**config.mk**
```make
export PLATFORM = sky130hd
export DESIGN_NAME = mca_core
export DESIGN_NICKNAME = d
export VERILOG_FILES = /design/src/rtl/mca_pkg.sv /design/src/rtl/mca_core.sv
export VERILOG_INCLUDE_DIRS = /design/src /design/src/rtl
export SDC_FILE = /design/constraint.sdc
export NUM_CORES = 1
export LEC_CHECK = 0
export ABC_AREA = 1
export BUFFER_PORTS_ARGS = -buffer_cell sky130_fd_sc_hd__buf_4
export CAP_MARGIN = 20
export CORE_MARGIN = 2
export CORE_UTILIZATION = 61
export CTS_BUF_LIST = sky130_fd_sc_hd__clkbuf_4 sky130_fd_sc_hd__clkbuf_8
export DETAILED_ROUTE_END_ITERATION = 12
export PLACE_DENSITY_LB_ADDON = 0.3
export REMOVE_ABC_BUFFERS = 1
export SYNTH_ARGS = -nofsm -noshare
export SYNTH_HDL_FRONTEND = slang
export SYNTH_SLANG_ARGS = --single-unit
```
**constraint.sdc**
```tcl
create_clock -name mclk -period 5 [get_ports mclk]
set_clock_uncertainty 0.05 [all_clocks]
set_input_delay 0 -clock mclk [delete_from_list [all_inputs] [get_ports mclk]]
set_output_delay 0 -clock mclk [all_outputs]
set_load 0.005 [all_outputs]
```
**src/rtl/mca_regs.svh**
```systemverilog
`ifndef MCA_REGS_SVH
`define MCA_REGS_SVH

// Data memory addresses of the core's own registers
`define MCA_ADR_INDF   8'h00
`define MCA_ADR_PCL    8'h02
`define MCA_ADR_STATUS 8'h03
`define MCA_ADR_FSR    8'h04

// Status register bit positions
`define MCA_ST_C  0
`define MCA_ST_DC 1
`define MCA_ST_Z  2

// Reset values
`define MCA_RST_PC     13'h0000
`define MCA_RST_W      8'h00
`define MCA_RST_FSR    8'h00
`define MCA_RST_FLAGS  3'h0

// Widths
`define MCA_PC_W   13
`define MCA_IW_W   14
`define MCA_DW_W   8
`define MCA_PH_W   4

// Instruction cycle timing
`define MCA_CYC_NS   200
`define MCA_CLK_NS   20
`define MCA_CYC_CLKS ((`MCA_CYC_NS + `MCA_CLK_NS - 1) / `MCA_CLK_NS)

`endif

```
**src/rtl/mca_pkg.sv**
```systemverilog
`include "mca_regs.svh"

package mca_pkg;

  typedef enum logic [3:0] {
    OP_ADDWF = 4'h0,
    OP_SUBWF = 4'h1,
    OP_ANDWF = 4'h2,
    OP_IORWF = 4'h3,
    OP_XORWF = 4'h4,
    OP_MOVF  = 4'h5,
    OP_MOVWF = 4'h6,
    OP_COMF  = 4'h7,
    OP_INCF  = 4'h8,
    OP_DECF  = 4'h9,
    OP_RLF   = 4'hA,
    OP_RRF   = 4'hB,
    OP_ADDLW = 4'hC,
    OP_SUBLW = 4'hD,
    OP_MOVLW = 4'hE,
    OP_GOTO  = 4'hF
  } mca_op_t;

  typedef struct packed {
    logic [`MCA_PC_W-1:0] addr;
    logic                 re;
  } mca_pbus_t;

  typedef struct packed {
    logic [7:0]           addr;
    logic [`MCA_DW_W-1:0] wdata;
    logic                 we;
    logic                 re;
  } mca_dbus_t;

  typedef struct packed {
    logic [`MCA_PH_W-1:0] phase;
    logic [`MCA_PC_W-1:0] pc;
    logic [`MCA_IW_W-1:0] ir;
    logic                 irValid;
    logic [`MCA_DW_W-1:0] w;
    logic [2:0]           flags;
    logic [7:0]           fsr;
    mca_pbus_t            pbus;
    mca_dbus_t            dbus;
  } mca_state_t;

endpackage : mca_pkg

```
**src/rtl/mca_core.sv**
```systemverilog
`timescale 1ns/1ps
`include "mca_regs.svh"

module mca_core #(
  parameter int CYC_CLKS = `MCA_CYC_CLKS
) (
  // Clock and reset
  input  logic                      mclk,
  input  logic                      arst_n,
  // Program memory bus
  output mca_pkg::mca_pbus_t        progBus,
  input  logic [`MCA_IW_W-1:0]      progData,
  // Data memory bus
  output mca_pkg::mca_dbus_t        dataBus,
  input  logic [`MCA_DW_W-1:0]      dataRdata,
  // Core state view
  output logic [`MCA_DW_W-1:0]      wOut,
  output logic [2:0]                flagsOut
);
  import mca_pkg::*;

  localparam logic [`MCA_PH_W-1:0] PH_LAST = `MCA_PH_W'(CYC_CLKS - 1);
  localparam logic [`MCA_PH_W-1:0] PH_ADDR = `MCA_PH_W'(1);

  mca_state_t st_ff;
  mca_state_t nxt_st;

  mca_op_t     op;
  logic [7:0]  lit;
  logic [7:0]  effAddr;
  logic        isInt;
  logic [7:0]  opnd;
  logic [7:0]  aluA;
  logic [7:0]  aluB;
  logic        aluCin;
  logic [8:0]  sum9;
  logic [4:0]  nib5;
  logic [7:0]  res;
  logic        resC;
  logic        updC;
  logic        updDC;
  logic        updZ;
  logic        toW;
  logic        toF;
  logic        exec;
  logic        branch;

  function automatic logic readsFile(input mca_op_t o);
    readsFile = !(o inside {OP_ADDLW, OP_SUBLW, OP_MOVLW, OP_GOTO, OP_MOVWF});
  endfunction : readsFile

  function automatic logic isSfr(input logic [7:0] a);
    isSfr = (a == `MCA_ADR_INDF) || (a == `MCA_ADR_PCL) ||
            (a == `MCA_ADR_STATUS) || (a == `MCA_ADR_FSR);
  endfunction : isSfr

  assign op      = mca_op_t'(st_ff.ir[13:10]);
  assign lit     = st_ff.ir[7:0];
  assign exec    = (st_ff.phase == PH_LAST) && st_ff.irValid;
  // Indirect access through the pointer register
  assign effAddr = (lit == `MCA_ADR_INDF) ? st_ff.fsr : lit;
  assign isInt   = isSfr(effAddr);

  // Operand from internal registers or the data bus
  always_comb begin
    unique case (effAddr)
      `MCA_ADR_PCL:    opnd = st_ff.pc[7:0];
      `MCA_ADR_STATUS: opnd = {5'h00, st_ff.flags};
      `MCA_ADR_FSR:    opnd = st_ff.fsr;
      `MCA_ADR_INDF:   opnd = 8'h00;
      default:         opnd = dataRdata;
    endcase
  end

  // Adder operand select, subtraction as A + ~B + 1
  always_comb begin
    aluA   = opnd;
    aluB   = st_ff.w;
    aluCin = 1'b0;
    unique case (op)
      OP_SUBWF: begin
        aluB   = ~st_ff.w;
        aluCin = 1'b1;
      end
      OP_ADDLW: aluA = lit;
      OP_SUBLW: begin
        aluA   = lit;
        aluB   = ~st_ff.w;
        aluCin = 1'b1;
      end
      OP_INCF: begin
        aluB   = 8'h00;
        aluCin = 1'b1;
      end
      OP_DECF:  aluB = 8'hFF;
      default: begin
        aluB   = st_ff.w;
      end
    endcase
  end

  assign sum9 = {1'b0, aluA} + {1'b0, aluB} + {8'h00, aluCin};
  assign nib5 = {1'b0, aluA[3:0]} + {1'b0, aluB[3:0]} + {4'h0, aluCin};

  // Result, destination and flag selection
  always_comb begin
    res   = sum9[7:0];
    resC  = sum9[8];
    updC  = 1'b0;
    updDC = 1'b0;
    updZ  = 1'b0;
    toW   = !st_ff.ir[8];
    toF   = st_ff.ir[8];
    unique case (op)
      OP_ADDWF, OP_SUBWF: begin
        updC  = 1'b1;
        updDC = 1'b1;
        updZ  = 1'b1;
      end
      OP_ADDLW, OP_SUBLW: begin
        updC  = 1'b1;
        updDC = 1'b1;
        updZ  = 1'b1;
        toW   = 1'b1;
        toF   = 1'b0;
      end
      OP_ANDWF: begin
        res  = opnd & st_ff.w;
        updZ = 1'b1;
      end
      OP_IORWF: begin
        res  = opnd | st_ff.w;
        updZ = 1'b1;
      end
      OP_XORWF: begin
        res  = opnd ^ st_ff.w;
        updZ = 1'b1;
      end
      OP_MOVF: begin
        res  = opnd;
        updZ = 1'b1;
      end
      OP_COMF: begin
        res  = ~opnd;
        updZ = 1'b1;
      end
      OP_INCF, OP_DECF: updZ = 1'b1;
      OP_RLF: begin
        res  = {opnd[6:0], st_ff.flags[`MCA_ST_C]};
        resC = opnd[7];
        updC = 1'b1;
      end
      OP_RRF: begin
        res  = {st_ff.flags[`MCA_ST_C], opnd[7:1]};
        resC = opnd[0];
        updC = 1'b1;
      end
      OP_MOVWF: begin
        res = st_ff.w;
        toW = 1'b0;
        toF = 1'b1;
      end
      OP_MOVLW: begin
        res = lit;
        toW = 1'b1;
        toF = 1'b0;
      end
      OP_GOTO: begin
        toW = 1'b0;
        toF = 1'b0;
      end
    endcase
  end

  assign branch = exec && ((op == OP_GOTO) ||
                  (toF && effAddr == `MCA_ADR_PCL));

  // Next state
  always_comb begin
    nxt_st = st_ff;
    nxt_st.phase = (st_ff.phase == PH_LAST) ? '0 : st_ff.phase + 1'b1;
    nxt_st.pbus.re = 1'b1;
    // Write strobe is a single-clock pulse
    nxt_st.dbus.we = 1'b0;
    if (st_ff.phase == PH_ADDR) begin
      nxt_st.dbus.addr = effAddr;
      nxt_st.dbus.re   = st_ff.irValid && readsFile(op) && !isInt;
    end
    if (st_ff.phase == PH_LAST) begin
      nxt_st.dbus.re = 1'b0;
      // Fetch overlaps execution
      nxt_st.ir      = progData;
      nxt_st.irValid = 1'b1;
      nxt_st.pc      = st_ff.pc + 1'b1;
    end
    if (exec) begin
      if (toW) begin
        nxt_st.w = res;
      end
      if (toF) begin
        unique case (effAddr)
          `MCA_ADR_PCL:    nxt_st.pc[7:0] = res;
          `MCA_ADR_STATUS: nxt_st.flags   = res[2:0];
          `MCA_ADR_FSR:    nxt_st.fsr     = res;
          `MCA_ADR_INDF:   nxt_st.fsr     = st_ff.fsr;
          default: begin
            nxt_st.dbus.we    = 1'b1;
            nxt_st.dbus.wdata = res;
          end
        endcase
      end
      if (updC) begin
        nxt_st.flags[`MCA_ST_C] = resC;
      end
      if (updDC) begin
        nxt_st.flags[`MCA_ST_DC] = nib5[4];
      end
      if (updZ) begin
        nxt_st.flags[`MCA_ST_Z] = (res == 8'h00);
      end
      if (op == OP_GOTO) begin
        nxt_st.pc = {st_ff.pc[12:10], st_ff.ir[9:0]};
      end
      if (branch) begin
        nxt_st.irValid = 1'b0;
      end
    end
    if (st_ff.phase == PH_LAST) begin
      nxt_st.pbus.addr = nxt_st.pc;
    end
  end

  always_ff @(posedge mclk or negedge arst_n) begin
    if (!arst_n) begin
      st_ff <= '{phase: '0, pc: `MCA_RST_PC, ir: '0, irValid: 1'b0,
                 w: `MCA_RST_W, flags: `MCA_RST_FLAGS, fsr: `MCA_RST_FSR,
                 pbus: '{addr: `MCA_RST_PC, re: 1'b0},
                 dbus: '{addr: 8'h00, wdata: 8'h00, we: 1'b0, re: 1'b0}};
    end else begin
      st_ff <= nxt_st;
    end
  end

  assign progBus  = st_ff.pbus;
  assign dataBus  = st_ff.dbus;
  assign wOut     = st_ff.w;
  assign flagsOut = st_ff.flags;

  a_fetch_stable: assert property (@(posedge mclk) disable iff (!arst_n)
    (st_ff.phase != '0) |-> $stable(progBus.addr))
    else $error("Program address moved inside an instruction cycle");

  a_ir_prefetch: assert property (@(posedge mclk) disable iff (!arst_n)
    (st_ff.phase == PH_LAST) |=> (st_ff.ir == $past(progData)) &&
    (st_ff.irValid == !$past(branch)))
    else $error("Prefetched word not loaded at cycle end");

  a_cycle_wrap: assert property (@(posedge mclk) disable iff (!arst_n)
    (st_ff.phase == PH_LAST) |=> (st_ff.phase == '0) ##1 (st_ff.phase == PH_ADDR))
    else $error("Instruction cycle length wrong");

  a_goto_flush: assert property (@(posedge mclk) disable iff (!arst_n)
    (exec && op == OP_GOTO) |=> !st_ff.irValid &&
    (progBus.addr[9:0] == $past(st_ff.ir[9:0])))
    else $error("Branch did not flush or redirect fetch");

  a_we_window: assert property (@(posedge mclk) disable iff (!arst_n)
    dataBus.we |-> (st_ff.phase == '0) && !dataBus.re ##1 !dataBus.we)
    else $error("Data write outside its slot");

  a_indirect_addr: assert property (@(posedge mclk) disable iff (!arst_n)
    (st_ff.phase == PH_ADDR && lit == `MCA_ADR_INDF) |=> (dataBus.addr == st_ff.fsr))
    else $error("Indirect address not taken from pointer");

  a_addlw_sum: assert property (@(posedge mclk) disable iff (!arst_n)
    (exec && op == OP_ADDLW) |=> (wOut == 8'($past(st_ff.w) + $past(lit))))
    else $error("Literal add result wrong");

  a_sub_borrow: assert property (@(posedge mclk) disable iff (!arst_n)
    (exec && op == OP_SUBLW) |=>
    (flagsOut[`MCA_ST_C] == ($past(lit) >= $past(st_ff.w))) &&
    (flagsOut[`MCA_ST_DC] == ($past(lit[3:0]) >= $past(st_ff.w[3:0]))))
    else $error("Subtract borrow flags wrong");

  a_zero_flag: assert property (@(posedge mclk) disable iff (!arst_n)
    (exec && updZ) |=> (flagsOut[`MCA_ST_Z] == ($past(res) == 8'h00)))
    else $error("Zero flag disagrees with result");

  a_flags_kept: assert property (@(posedge mclk) disable iff (!arst_n)
    (exec && op inside {OP_MOVWF, OP_MOVLW, OP_GOTO} &&
     !(toF && effAddr == `MCA_ADR_STATUS)) |=> $stable(flagsOut))
    else $error("Flags changed by a non-flag instruction");

endmodule : mca_core

```
==> summary.md <==
| Metric | Value |
|---|---|
| Outcome | `completed` |
| Largest net degree at the start of global routing | `84` |
| Complex-gate fraction of the synthesized area | `0.151` |
| Pwr dens | `280 nW/um^2` |
| Hold Path Class | `input port to register` |
| Final period util | `0.922` |
| Core area | `9330 um^2` |
| Crit path required time | `5.26 ns` |
| Final Slew Violations | `0` |
| HPWL Detailed | `13500 um` |
| Worst setup SP type | `register` |
| Post-synthesis xor/xnor area fraction | `0.0252` |
| Clk sinks | `83` |
| Post-synth top area share | `0.352` |
| Via count | `5712` |
| Routed WL per cell | `18.0 um` |
| Vias per std cell | `5.75` |
| First drt pass iteration count | `7` |
| Diodes inserted | `0` |
| Area leader, netlist | `dfrtp_1` |
| Die W | `102 um` |
| Post-CTS Setup Inserts | `0` |
| Die Footprint | `10500 um^2` |
| Total net switching power | `689 uW` |
| # port buffers | `66` |
| P&R area growth vs syn | `11.7%` |
| Max-slew headroom | `0.467` |
| Switching fraction of total power | `0.373` |
| Max Fclk | `217 MHz` |
| Endpoints failing setup | `0` |
| IR drop worst, VDD | `0.000192 V` |
| Nets | `909` |
| First-pass GRT wire length | `28400 um` |
| Root Buffer | `clkbuf_8` |
| Total GRT Usage | `0.362` |
| Number of synthesized flops with an enable pin | `0` |
| Worst Setup Path Type | `register to register` |
| Power Total | `1850 uW` |
| Synthesized area | `5900 um^2` |
| Antenna violation net count after detailed routing | `0` |
| Gr ovfl total | `0` |
| Initial antenna violation count | `0` |
| CTS HTree Levels | `3` |
| Simple-gate share of the synthesized area | `0.280` |
| DR iter-0 viols | `463` |
| Cell variety after synth | `49` |
| P_leak | `0.00332 uW` |
| Final Hold Fails | `0` |
| Most used DFF post-synth | `dfrtp_1` |
| Actual slew at the worst max-slew pin | `0.796 ns` |
| Endpoint class of the critical path | `register` |
| Combinational power share | `0.316` |
| Clock-pin slew on the worst setup and hold paths | `0.10 ns` |
| TNS Setup | `0 ns` |
| Area contributors post-synth | `dfrtp_1 (35%), nand2_1 (14%), o21ai_0 (6.7%)` |
| WL final | `17900 um` |
| CTS tree | `done` |
| FP Rows | `35` |
| Initial Utilization | `0.633` |
| Final core utilization | `0.707` |
| Synth cell count leaders | `nand2_1 (215), inv_1 (96), dfrtp_1 (83), o21ai_0 (79), nor2_1 (64)` |
| Design Area, Final | `6590 um^2` |
| Count leader, synth | `nand2_1` |
| Largest family of logic cells by synthesized area | `simple AND/OR/NAND/NOR gates` |
| Sequential share of the synthesized area | `0.352` |
| Yosys warning count | `0` |
| Synth Area per Inst | `7.24 um^2` |
| Layout cells sized above 1 | `0.162` |
| DIE HEIGHT | `102 um` |
| Area after DPL | `6220 um^2` |
| Final RePlAce weighted congestion | `1.05` |
| CTS Buf Count | `9` |
| Insertion delay of the later-clocked pin in the worst-skew pair | `0.37 ns` |
| Max clock buf depth | `2` |
| Number of global-route vias before repair | `5563` |
| Critical Path AT | `4.87 ns` |
| Adder-Cell Fraction of Synth Area | `0.0577` |
| Post-synthesis mux area share | `0.00170` |
| Ys async rst share | `1.00` |
| Max-Cap Viols | `0` |
| Int Power | `1160 uW` |
| Reg power frac | `0.433` |
| Synth Register Bits | `83` |
| Drc violations | `0` |
| # IOs | `67` |
| CP max FO | `13` |
| Clock power frac | `0.251` |
| RSZ-0062 raised after global routing | `no` |
| Final Critical Period | `4.61 ns` |
| Cells after synthesis | `815` |
## worst paths after layout
| check | start | to | slack, ns | depth (start not counted) |
|---|---|---|---|---|
| max in group asynchronous | arst_n | wOut[6] | 3.81 | 4 |
| min in group asynchronous | arst_n | wOut[1] | 0.48 | 3 |
| worst min-delay path | dataRdata[6] | st_ff[72] | 0.28 | 8 |
| worst max-delay path | lit[3] | flagsOut[2] | 0.39 | 27 |
| worst max register to register | lit[3] | flagsOut[2] | 0.39 | 27 |
| worst min register to register | st_ff[78] | st_ff[78] | 0.43 | 1 |
## per-stage QoR
step	setup slack, ns	hold slack [ns]	instances
after floorplan	0.904	-0.346	758
after CTS	0.111	0.278	991
after global routing	0.0568	0.340	993
after detailed placement	0.148	0.165	960
final	0.388	0.283	993
after global placement	0.421	0.145	960
## placed cells by master (no fill, tap or decap), types with 7 or more instances in the layout
master / count
dlygate4sd3_1: 16
dfrtp_1: 83
nand2_1: 215
nand3_1: 48
clkbuf_8: 9
xnor2_1: 7
o21ai_0: 77
a21oi_1: 32
buf_4: 73
nor3_1: 7
nand2_4: 7
ha_1: 24
nand2_2: 16
o21ai_1: 8
xor2_1: 10
nor2_1: 64
inv_1: 96
## power groups by stage
stage	Combinational [uW]	Sequential (uW)	Clock [uW]
final	583	800	463
after global placement	548	805	0
after floorplan	334	797	0
after global routing	653	807	494
after CTS	571	797	465
after detailed placement	559	809	0
## timing repair
| action | 4_1_cts | 5_1_grt |
|---|---|---|
| hold endpoints to repair | 97 | 8 |
| resized for setup | 0 | 3 |
| endpoints found under the setup margin | 0 | 7 |
| hold buffers | 15 | 1 |
## cell type report
cell class / instances / area (um^2)
fill: 784 / 2740
tap: 129 / 161
inverter: 102 / 385
multi-input combinational: 573 / 3050
sequential: 83 / 2080
timing repair buffer: 90 / 736
clock buffer: 10 / 131
clock inverter: 6 / 47.5
## sequential cells by signal, indices dropped and copies added, names as in the netlist
register / count
dataBus: 18
op: 4
flagsOut: 3
wOut: 8
progBus: 14
lit: 8
st_ff: 28
## kinds of logic after synthesis
family                     count (synthesis)
AOI/OAI and AO/OA                        153
other                                      1
muxes                                      1
buffers and inverters                    159
adders and majority gates                 26
DFF                                       83
and+or+nand+nor                          375
xor gates and xnor gates                  17
## worst max-delay path: stages, from the launching register on
cell and delay (ns):
dfrtp_1 0.45, nor2_1 0.13, nand2_1 0.11, nor2_4 0.28
a21oi_1 0.20, nor2_1 0.15, nand2_2 0.08, nor2_4 0.21
nor2_4 0.10, nand2_4 0.13, nand3_2 0.14, nand2_4 0.12
o21ai_0 0.12, fa_1 0.45, nand3_1 0.08, nand2_1 0.08
a21o_1 0.17, a21oi_1 0.20, o21ai_0 0.12, nand2_1 0.08
nand3_1 0.07, nand3_1 0.08, nand3_1 0.29, nor2_1 0.22
nand3_1 0.10, nor2_1 0.09, nand2_1 0.08, a21oi_2 0.13
## routing by layer
layer  GRT usage  vias to the layer above  part of all wire  wire, um
met4       0.161                        0             0.045       811
met2       0.568                      304              0.46      8190
met1       0.489                     2673              0.41      7300
met3      0.0677                       71             0.089      1590
met5           0                        -                 0         0
li1            -                     2664                 -         -
Note: power is estimated with default switching activity, not from simulation.
